[src/logic/aeu_defines.vh]
// Constants for the accumulator extract unit.
// Assumes inclusion by bare name from the logic folder.
`ifndef AEU_DEFINES_VH
`define AEU_DEFINES_VH

// Operation codes, one bit each; variable forms also set bit 5
`define AEU_OP_W            8'h01
`define AEU_OP_W_R          8'h02
`define AEU_OP_W_RS         8'h04
`define AEU_OP_H_S          8'h08
`define AEU_OP_FIELD        8'h10
`define AEU_OP_WV           8'h21
`define AEU_OP_WV_R         8'h22
`define AEU_OP_WV_RS        8'h24

// Operation code bits
`define AEU_OPB_W           0
`define AEU_OPB_R           1
`define AEU_OPB_RS          2
`define AEU_OPB_H           3
`define AEU_OPB_FIELD       4
`define AEU_OPB_VAR         5

// Control register layout
`define AEU_CTL_POS_HI      5
`define AEU_CTL_POS_LO      0
`define AEU_CTL_EFI         14
`define AEU_CTL_SAT         23
`define AEU_CTL_RESET       32'h00000000

// Source operand field holding size or shift
`define AEU_SRC_HI          4
`define AEU_SRC_LO          0

// Result and field mask constants
`define AEU_DEST_RESET      32'h00000000
`define AEU_FIELD_SEED      32'hFFFFFFFE

// Saturation values
`define AEU_Q31_MAX         32'h7FFFFFFF
`define AEU_Q31_MIN         32'h80000000
`define AEU_H_MAX           32'h00007FFF
`define AEU_H_MIN           32'hFFFF8000
`define AEU_H_MAX64         64'h0000000000007FFF
`define AEU_H_MIN64         64'hFFFFFFFFFFFF8000

`endif

[src/logic/aeu_word_shift.v]
// Word extract path: shift, round, overflow detect, saturate.
// Assumes accumulator and shift are stable in the cycle of the request.
`timescale 1ns/1ps
`default_nettype none
`include "aeu_defines.vh"

module aeu_word_shift (
    // Operands
    input  wire [63:0] acc,
    input  wire [4:0]  shift,
    input  wire        do_round,
    input  wire        do_sat,
    // Result
    output reg  [31:0] result,
    output reg         ovf
);
    reg [64:0] temp;
    reg [64:0] rnd;
    reg        ovf_a;
    reg        ovf_b;

    always @* begin
        // Extra bit below the result; zero when shift is zero
        temp = $signed({acc, 1'b0}) >>> shift; // [RULE9] [RULE8]
        rnd = temp + 65'h00000000000000001; // [RULE10]
        ovf_a = ~((&temp[64:32]) | ~(|temp[64:32])); // [RULE13]
        ovf_b = ~((&rnd[64:32]) | ~(|rnd[64:32])); // [RULE13]
        ovf = ovf_a | ovf_b; // [RULE14]
        if (!do_round) begin
            result = temp[32:1]; // [RULE8]
        end else if (do_sat && ovf_b) begin
            // Sign of rounded intermediate picks the clamp
            result = rnd[64] ? `AEU_Q31_MIN : `AEU_Q31_MAX; // [RULE11] [RULE12]
        end else begin
            result = rnd[32:1]; // [RULE10]
        end
    end
endmodule // aeu_word_shift

`default_nettype wire

[src/logic/aeu_half_sat.v]
// Halfword extract path: arithmetic shift then 16-bit saturation.
// Assumes accumulator and shift are stable in the cycle of the request.
`timescale 1ns/1ps
`default_nettype none
`include "aeu_defines.vh"

module aeu_half_sat (
    // Operands
    input  wire [63:0] acc,
    input  wire [4:0]  shift,
    // Result
    output reg  [31:0] result,
    output reg         sat
);
    reg [63:0] temp;

    always @* begin
        temp = $signed(acc) >>> shift; // [RULE15]
        // Sign mismatch at bit 31 flags too, without clamping
        sat = (acc[63] != temp[31]); // [RULE18]
        if ($signed(temp) > $signed(`AEU_H_MAX64)) begin
            result = `AEU_H_MAX; // [RULE16]
            sat = 1'b1; // [RULE17]
        end else if ($signed(temp) < $signed(`AEU_H_MIN64)) begin
            result = `AEU_H_MIN; // [RULE16]
            sat = 1'b1; // [RULE17]
        end else begin
            result = temp[31:0]; // [RULE15]
        end
    end
endmodule // aeu_half_sat

`default_nettype wire

[src/logic/aeu_extract_unit.v]
// Accumulator extract unit: one request a cycle, result one cycle later.
// Assumes the pipeline holds the accumulators and the control register.
//
// Overview of operation
// [RULE1] Field extract valid only when start minus (size plus one) is at least -1.
// [RULE2] Extract fail flag bit 14 written 1 on failure, 0 on success.
// [RULE3] Field extract never changes the position field, bits 0 to 5.
// [RULE4] Field size is low five bits of source operand, unsigned.
// [RULE5] Valid field: size+1 bits from start downward, zero-extended to 32.
// [RULE6] Index picks one of four accumulators; none is ever modified.
// [RULE7] No extract raises a data-dependent exception.
// [RULE8] Word extract: arithmetic right shift, low 32 bits written.
// [RULE9] Shift keeps one extra low bit; result is intermediate bits 32..1.
// [RULE10] Rounding adds one at the top discarded bit.
// [RULE11] Rounding saturating extract clamps positive overflow to 0x7FFFFFFF.
// [RULE12] Negative overflow clamps to 0x80000000.
// [RULE13] Overflow when bits 64..32 not all equal, before and after rounding.
// [RULE14] Every word extract sets saturation flag bit 23 on either overflow.
// [RULE15] Halfword extract: shift, saturate to 16 bits, sign-extend.
// [RULE16] Halfword clamps to 0x00007FFF and 0xFFFF8000.
// [RULE17] Halfword clamping sets the saturation flag.
// [RULE18] Halfword sets flag when shifted bit 31 differs from sign.
// [RULE19] Variable word shifts take low five bits of source operand.
// [RULE20] Extracts check DSP access first and trap when not permitted.
`timescale 1ns/1ps
`default_nettype none
`include "aeu_defines.vh"

module aeu_extract_unit (
    // Clock and reset
    input  wire        clock,
    input  wire        rst_n,
    // Request
    input  wire        req_valid,
    input  wire [7:0]  op,
    input  wire [1:0]  sum_register_index,
    input  wire [4:0]  shift_imm,
    input  wire [31:0] source_operand_reg,
    input  wire        dsp_access_ok,
    input  wire        dsp_implemented,
    // Accumulators, upper and bottom words
    input  wire [31:0] acc_upper_word0,
    input  wire [31:0] acc_bottom_word0,
    input  wire [31:0] acc_upper_word1,
    input  wire [31:0] acc_bottom_word1,
    input  wire [31:0] acc_upper_word2,
    input  wire [31:0] acc_bottom_word2,
    input  wire [31:0] acc_upper_word3,
    input  wire [31:0] acc_bottom_word3,
    // Control register, current value
    input  wire [31:0] dsp_control_reg,
    // Result
    output reg         res_valid,
    output reg  [31:0] dest_operand_reg,
    output reg         dest_write,
    output reg  [31:0] next_dsp_control,
    output reg         ctl_write,
    output reg         exc_reserved,
    output reg         exc_dsp_disabled
);
    reg         rst_meta;
    reg         rst_sync_n;
    reg  [63:0] acc;
    reg  [4:0]  shift;
    reg  [31:0] next_dest;
    reg  [31:0] next_ctl;
    reg         field_ok;
    reg  [6:0]  field_end;
    reg  [63:0] field_shifted;
    reg  [31:0] field_mask;
    wire [31:0] word_res;
    wire        word_ovf;
    wire [31:0] half_res;
    wire        half_sat;
    wire        known_op;
    wire        allowed;
    wire [4:0]  field_size;

    // Reset released through two flops
    always @(posedge clock or negedge rst_n) begin
        if (!rst_n) begin
            rst_meta <= 1'b0;
            rst_sync_n <= 1'b0;
        end else begin
            rst_meta <= 1'b1;
            rst_sync_n <= rst_meta;
        end
    end

    // Read-only selection; accumulators are never written here
    always @* begin
        case (sum_register_index) // [RULE6]
            2'h0: acc = {acc_upper_word0, acc_bottom_word0};
            2'h1: acc = {acc_upper_word1, acc_bottom_word1};
            2'h2: acc = {acc_upper_word2, acc_bottom_word2};
            default: acc = {acc_upper_word3, acc_bottom_word3};
        endcase
    end

    // Variable forms use the source operand, upper bits ignored
    always @* begin
        if (op[`AEU_OPB_VAR]) begin
            shift = source_operand_reg[`AEU_SRC_HI:`AEU_SRC_LO]; // [RULE19]
        end else begin
            shift = shift_imm;
        end
    end

    assign known_op = (op == `AEU_OP_W) || (op == `AEU_OP_W_R) || (op == `AEU_OP_W_RS) ||
                      (op == `AEU_OP_H_S) || (op == `AEU_OP_FIELD) || (op == `AEU_OP_WV) ||
                      (op == `AEU_OP_WV_R) || (op == `AEU_OP_WV_RS);
    // Traps depend only on access state and operation code, never on data
    assign allowed = dsp_implemented && dsp_access_ok; // [RULE20] [RULE7]
    assign field_size = source_operand_reg[`AEU_SRC_HI:`AEU_SRC_LO]; // [RULE4]

    aeu_word_shift u_word (
        .acc      (acc),
        .shift    (shift),
        .do_round (op[`AEU_OPB_R] | op[`AEU_OPB_RS]),
        .do_sat   (op[`AEU_OPB_RS]),
        .result   (word_res),
        .ovf      (word_ovf)
    );

    aeu_half_sat u_half (
        .acc    (acc),
        .shift  (shift_imm),
        .result (half_res),
        .sat    (half_sat)
    );

    // Field extract
    always @* begin
        // pos - (size+1) >= -1 is pos >= size
        field_ok = ({1'b0, dsp_control_reg[`AEU_CTL_POS_HI:`AEU_CTL_POS_LO]} >=
                    {2'b00, field_size}); // [RULE1]
        field_end = {1'b0, dsp_control_reg[`AEU_CTL_POS_HI:`AEU_CTL_POS_LO]} -
                    {2'b00, field_size};
        field_shifted = acc >> field_end[5:0]; // [RULE5]
        field_mask = ~(`AEU_FIELD_SEED << field_size); // [RULE5]
    end

    always @* begin
        next_dest = 32'h00000000;
        next_ctl = dsp_control_reg;
        if (op[`AEU_OPB_FIELD]) begin
            // Position field left as is either way
            next_ctl[`AEU_CTL_EFI] = ~field_ok; // [RULE2] [RULE3]
            // Failed result is unspecified; zero is written
            next_dest = field_ok ? (field_shifted[31:0] & field_mask) : 32'h00000000; // [RULE5]
        end else if (op[`AEU_OPB_H]) begin
            next_dest = half_res; // [RULE15]
            if (half_sat) begin
                next_ctl[`AEU_CTL_SAT] = 1'b1; // [RULE17] [RULE18]
            end
        end else begin
            next_dest = word_res;
            if (word_ovf) begin
                next_ctl[`AEU_CTL_SAT] = 1'b1; // [RULE14]
            end
        end
    end

    always @(posedge clock or negedge rst_sync_n) begin
        if (!rst_sync_n) begin
            res_valid <= 1'b0;
            dest_operand_reg <= `AEU_DEST_RESET;
            dest_write <= 1'b0;
            next_dsp_control <= `AEU_CTL_RESET;
            ctl_write <= 1'b0;
            exc_reserved <= 1'b0;
            exc_dsp_disabled <= 1'b0;
        end else begin
            res_valid <= req_valid;
            exc_reserved <= req_valid && (!dsp_implemented || !known_op); // [RULE20]
            exc_dsp_disabled <= req_valid && dsp_implemented && known_op && !dsp_access_ok; // [RULE20]
            dest_write <= req_valid && known_op && allowed;
            ctl_write <= req_valid && known_op && allowed;
            if (req_valid && known_op && allowed) begin
                dest_operand_reg <= next_dest;
                next_dsp_control <= next_ctl;
            end
        end
    end
endmodule // aeu_extract_unit

`default_nettype wire

[config.mk]
export PLATFORM = sky130hd
export DESIGN_NAME = aeu_extract_unit
export DESIGN_NICKNAME = d
export VERILOG_FILES = /design/src/logic/aeu_word_shift.v /design/src/logic/aeu_half_sat.v /design/src/logic/aeu_extract_unit.v
export VERILOG_INCLUDE_DIRS = /design/src /design/src/logic
export SDC_FILE = /design/constraint.sdc
export NUM_CORES = 1
export LEC_CHECK = 0
export BUFFER_PORTS_ARGS = -buffer_cell sky130_fd_sc_hd__buf_2
export CORE_ASPECT_RATIO = 1.75
export CORE_UTILIZATION = 60
export CTS_CLUSTER_SIZE = 14
export DETAILED_ROUTE_END_ITERATION = 12
export PLACE_DENSITY = 0.83
export SKIP_LAST_GASP = 1
export SLEW_MARGIN = 20
export SYNTH_ARGS = -nofsm -noshare
export SYNTH_HDL_FRONTEND = slang
export SYNTH_SLANG_ARGS = --single-unit
[constraint.sdc]
create_clock -name clock -period 3.9 [get_ports clock]
set_clock_uncertainty 0.05 [all_clocks]
set_input_delay 0.195 -clock clock [delete_from_list [all_inputs] [get_ports clock]]
set_output_delay 0.195 -clock clock [all_outputs]
set_load 0.05 [all_outputs]
==> metrics.yaml, run 1 <==
run_status:
  status: "stopped before the end"
  haltStage: "5_1_grt"
  stop_error: "[ERROR GRT-0116] Global routing finished with congestion. Check the congestion regions in the DRC Viewer."
floorplanning:
  die_width_um: 138.5
  rows: 87
  io_pins: 409
  chipHeight_um: 240.8
  initial_utilization_pct: 60.90
global_route:
  first_global_vias: 38440
  grt_max_degree: 67
  grt_overflow: 1725
  globalRouteTotalUtil_pct: 95.12
  grt_pass1_wl_mm: 248.3
yosys:
  yosysWarnings: 0
  syn-mean-instance-area_um2: 7.214
  synth_seq_cells: 70
  yosysUniqueCellTypes: 96
  synthFlopType: "dfrtp_1"
  syn_area_um2: 19560
  async_flop_share_pct: 100.0
  yosysSeqAreaShare_pct: 8.957
  synth_edf_count: 0
  syn_nets: 3059
  synthCells: 2711
clocking:
  cts_buffer_depth: 2
  clkSinkCount: 70
  cts_buffers: 9
  root_buffer: "clkbuf_16"
  htree_levels: 3
place:
  place_worst_setup_slack_ps: -2257
  dp_hpwl_mm: 88.53
  post_dp_cell_area_um2: 27110
  io_buffers: 381
  gp_congestion: 1.586
  place_inst: 4029
cell usage after synthesis, drive strengths merged (70+ instances only):
cell	instances	area share (%)
a21oi	180	4.7
buf	84	3.0
clkbuf	144	2.8
dfrtp	70	9.0
mux2	121	7.0
mux2i	261	14
mux4	96	11
nand2	376	7.2
nand3	165	4.2
nor2	319	6.1
nor3	76	2.1
o21ai	191	4.9
metrics by stage:
stage	utilization, %	hold slack [ps]
after global placement	84.43	-70.22
after detailed placement	84.43	-68.68
after floorplan	-	-150.6
after CTS	88.79	2.914
cell families after synthesis:
logic type               count (synthesis)  synth area share [%]
XOR/XNOR                                45                 2.015
multiplexers                           478                 31.61
other                                    1               0.01918
flip-flops                              70                 8.957
adder cells (fa/ha/maj)                  8                0.5502
AO/OA/AOI/OAI                          700                 23.03
AND/OR/NAND/NOR                       1160                 27.67
buffers and inverters                  249                 6.148
repair_timing:
item | CTS
hold buffers | 2
setup endpoints to repair | 33
gates cloned | 5
pin swaps | 56
buffers inserted | 38
gates resized for setup | 129
endpoints found under the hold margin | 3
per-layer routing:
layer / track usage (%) / GRT overflow
met1: 87.44 / 39
met5: 53.80 / 5
met4: 104.2 / 370
met3: 77.74 / 41
met2: 118.3 / 1270
==> inputs of run 2 (changes only) <==
- CORE_ASPECT_RATIO: 1.75 -> not set
- CORE_UTILIZATION: 60 -> 40
- CTS_CLUSTER_SIZE: 14 -> not set
- PLACE_DENSITY: 0.83 -> not set
- PLACE_DENSITY_LB_ADDON: not set -> 0.15
==> metrics.yaml, run 2 <==
worst_setup_path:
  crit_chain: "buf_2, buf_4, buf_12, mux4_2, mux2i_1, mux2_2, mux4_2, a2111oi_4, nor3_2, a211oi_4, buf_4, nand4_1, o41a_1, o22ai_1, nor4b_4, nand4bb_1, nor3_4, or3_4, buf_12, nor2_4, a211oi_2, o32a_1"
  rr_startpoint: "rst_sync_n$_DFF_PN0_"
  ff2ff_path_depth: 1
  crit_path_max_fanout: 27
  startpoint: "sum_register_index[1]"
  slowest_delay_ps: 590
  crit_slowest_cell: "mux4_2"
  endpoint_kind: "register"
  worstSetupStartpointType: "primary input"
  crit_required_ps: 4070
  rrSetupSlack_ps: 2620
  cp.arrival_ps: 5620
  crit_type: "in -> reg"
  reg2reg_to: "dest_operand_reg[6]$_DFFE_PN0P_"
clocking:
  root_buffer: "clkbuf_16"
  htree_levels: 3  # unchanged
  worstSkewPairLatency_ps: 330
  cts.reportedPaths.clkPinSlew_ps: 60
  clkSinkCount: 70  # unchanged
  cts_tree: "yes"
  cts_buffers: 9  # unchanged
  cts_buffer_depth: 2  # unchanged
route:
  postRouteAntennaNets: 0
  drc_errors: 0
  vias_per_cell: 6.375
  drt_pre_antenna_iters: 8
  avgRoutedWirePerCell_um: 25.23
  vias: 28240
  drt_iter0_drc: 3410
  wl_mm: 111.8
yosys:
  synth_seq_cells: 70  # unchanged
  synth_area_leaders: "mux2i_1 (13%), mux4_2 (11%), dfrtp_1 (9.0%)"
  yosysUniqueCellTypes: 96  # unchanged
  synth_edf_count: 0  # unchanged
  synth.most_common_cell: "nand2_1"
  yosysWarnings: 0  # unchanged
  syn_area_um2: 19560  # unchanged
  synthFlopType: "dfrtp_1"
  syn_nets: 3059  # unchanged
  synthCells: 2711  # unchanged
  synth_area_leader_cell: "mux2i_1"
  async_flop_share_pct: 100.0  # unchanged
  netlist_top_cells_count: "nand2_1 (376), nor2_1 (319), mux2i_1 (255)"
  yosysSeqAreaShare_pct: 8.957  # unchanged
  synth.top_cell.area_share_pct: 13.05  # unchanged
  syn-mean-instance-area_um2: 7.214  # unchanged
floorplanning:
  rows: 80  # -8.0%
  core_area_um2: 47950
  initial_utilization_pct: 40.79  # -20 points
  chipHeight_um: 223.1  # -7.4%
  die_width_um: 223.1  # +61%
  die_area_um2: 49780
  io_pins: 409  # unchanged
place:
  dp_hpwl_mm: 92.14  # +4.1%
  place_worst_setup_slack_ps: -2414  # -157.3 ps
  gp_congestion: 1.095  # -31%
  io_buffers: 381  # unchanged
final_layout:
  final_common_cell: "buf_4"
  layout.nets: 4158
  n_antenna_cell: 0
  syn2layout_area_growth_pct: 53.46
  fillCellCount: 4363
  ff_latch_area_um2: 1753
  final_cell_mix: "buf_4 (870), buf_2 (378), nand2_1 (374), nor2_1 (312), mux2i_1 (233)"
  multi_input_area_um2: 17640
  drive_above_1_share_pct: 44.85
worst_hold_path:
  whs_path_depth: 3
  hold_path.class: "in -> reg"
  hold_start: "dsp_control_reg[7]"
  whs_endpoint: "next_dsp_control[7]$_DFFE_PN0P_"
global_route:
  antenna_found_initial: 2
  grt_pass1_wl_mm: 164.2
  grt_max_degree: 67
  first_global_vias: 26610
  globalRouteTotalUtil_pct: 42.94
  grt_overflow: 0
timing:
  slew_headroom_pct: 36.67
  fmax_ghz: 0.1835
  rsz0062_at_grt: "yes"
  setup_slack_ps: -1550
  drv_slew: 0
  setup_viol: 33
  final.setup.tns_ps: -47390
  period_minus_slack_ps: 5450
  hold_violations: 0
  fin_crit_sh_pct: 139.8
  worstMarginPinSlew_ps: 941.9
power_and_ir_drop:
  p_leak_uw: 0.01366
  p_per_area_nw_per_um2: 320.7
  vdd_drop_max_v: 0.0002358
run_status:
  status: "finished with violations"
  violations: "negative setup slack"
job:
  drv_cap: 0
[run 2: cell families after synthesis]
kind of cell | synth area share [%]
XOR/XNOR | 2.015
multiplexers | 31.61
other | 0.01918
flip-flops | 8.957
AO/OA/AOI/OAI | 23.03
AND/OR/NAND/NOR | 27.67
adder cells (fa/ha/maj) | 0.5502
buffers and inverters | 6.148
[run 2: how the worst max path moves through the flow]
stage	end	cells after the start
final	dest_operand_reg[31]$_DFFE_PN0P_	22
after global routing	dest_operand_reg[11]$_DFFE_PN0P_	31
after CTS	dest_operand_reg[3]$_DFFE_PN0P_	23
after detailed placement	dest_operand_reg[26]$_DFFE_PN0P_	24
after global placement	dest_operand_reg[26]$_DFFE_PN0P_	24
after floorplan	dest_operand_reg[26]$_DFFE_PN0P_	30
[run 2: stage by stage]
stage | instance area, µm² | hold WS (ps) | std cells | power (µW) | utilization (%)
floorplan | 19710 | -150.6 | 2711 | 4556 | -
global placement | 28240 | -70.01 | 4353 | 8051 | 58.90
detailed placement | 28240 | -68.56 | 4353 | 8106 | 58.90
CTS | 29400 | 0.6320 | 4410 | 9220 | 61.32
global route | 30010 | 19.53 | 4430 | 10000 | 62.59
finish | 30010 | 7.338 | 4430 | 9626 | 62.59
[run 2: final cells by class]
cell class | instances | area share (%)
multi-input combinational | 2394 | 58.78
timing repair buffer | 1314 | 31.44
sequential | 70 | 5.841
tap | 615 | 2.564
clock buffer | 12 | 0.7880
clock inverter | 4 | 0.3169
inverter | 21 | 0.2627
[run 2: power by group]
group	internal [µW]	switching, µW	total [µW]
Sequential	807	62.9	870
Combinational	3380	4450	7840
Clock	624	297	921
Total	4810	4810	9630
[run 2: per-layer routing]
metal	vias to the layer above	part of all wire [%]	global-route usage, %
met5	-	0.011	0
met3	340	10	5.874
li1	12500	-	-
met4	2	4.9	16.82
met1	13480	41	58.27
met2	1918	44	68.71
[run 2: what timing repair did]
action,4_1_cts,5_1_grt
cloned,4,1
setup endpoints to repair,33,33
gates resized for setup,90,84
hold buffers,9,0
hold endpoints to repair,10,0
pin swaps,39,41
setup buffers,29,21
[run 2: worst max-delay path: cells and delay by family]
| kind | cells | cell delay [ps] |
|---|---|---|
| and+or+nand+nor | 7 | 1270 |
| muxes | 4 | 1340 |
| AOI/OAI and AO/OA | 6 | 1870 |
| buffers and inverters | 5 | 920 |
Power figures use the tool's default switching activity.
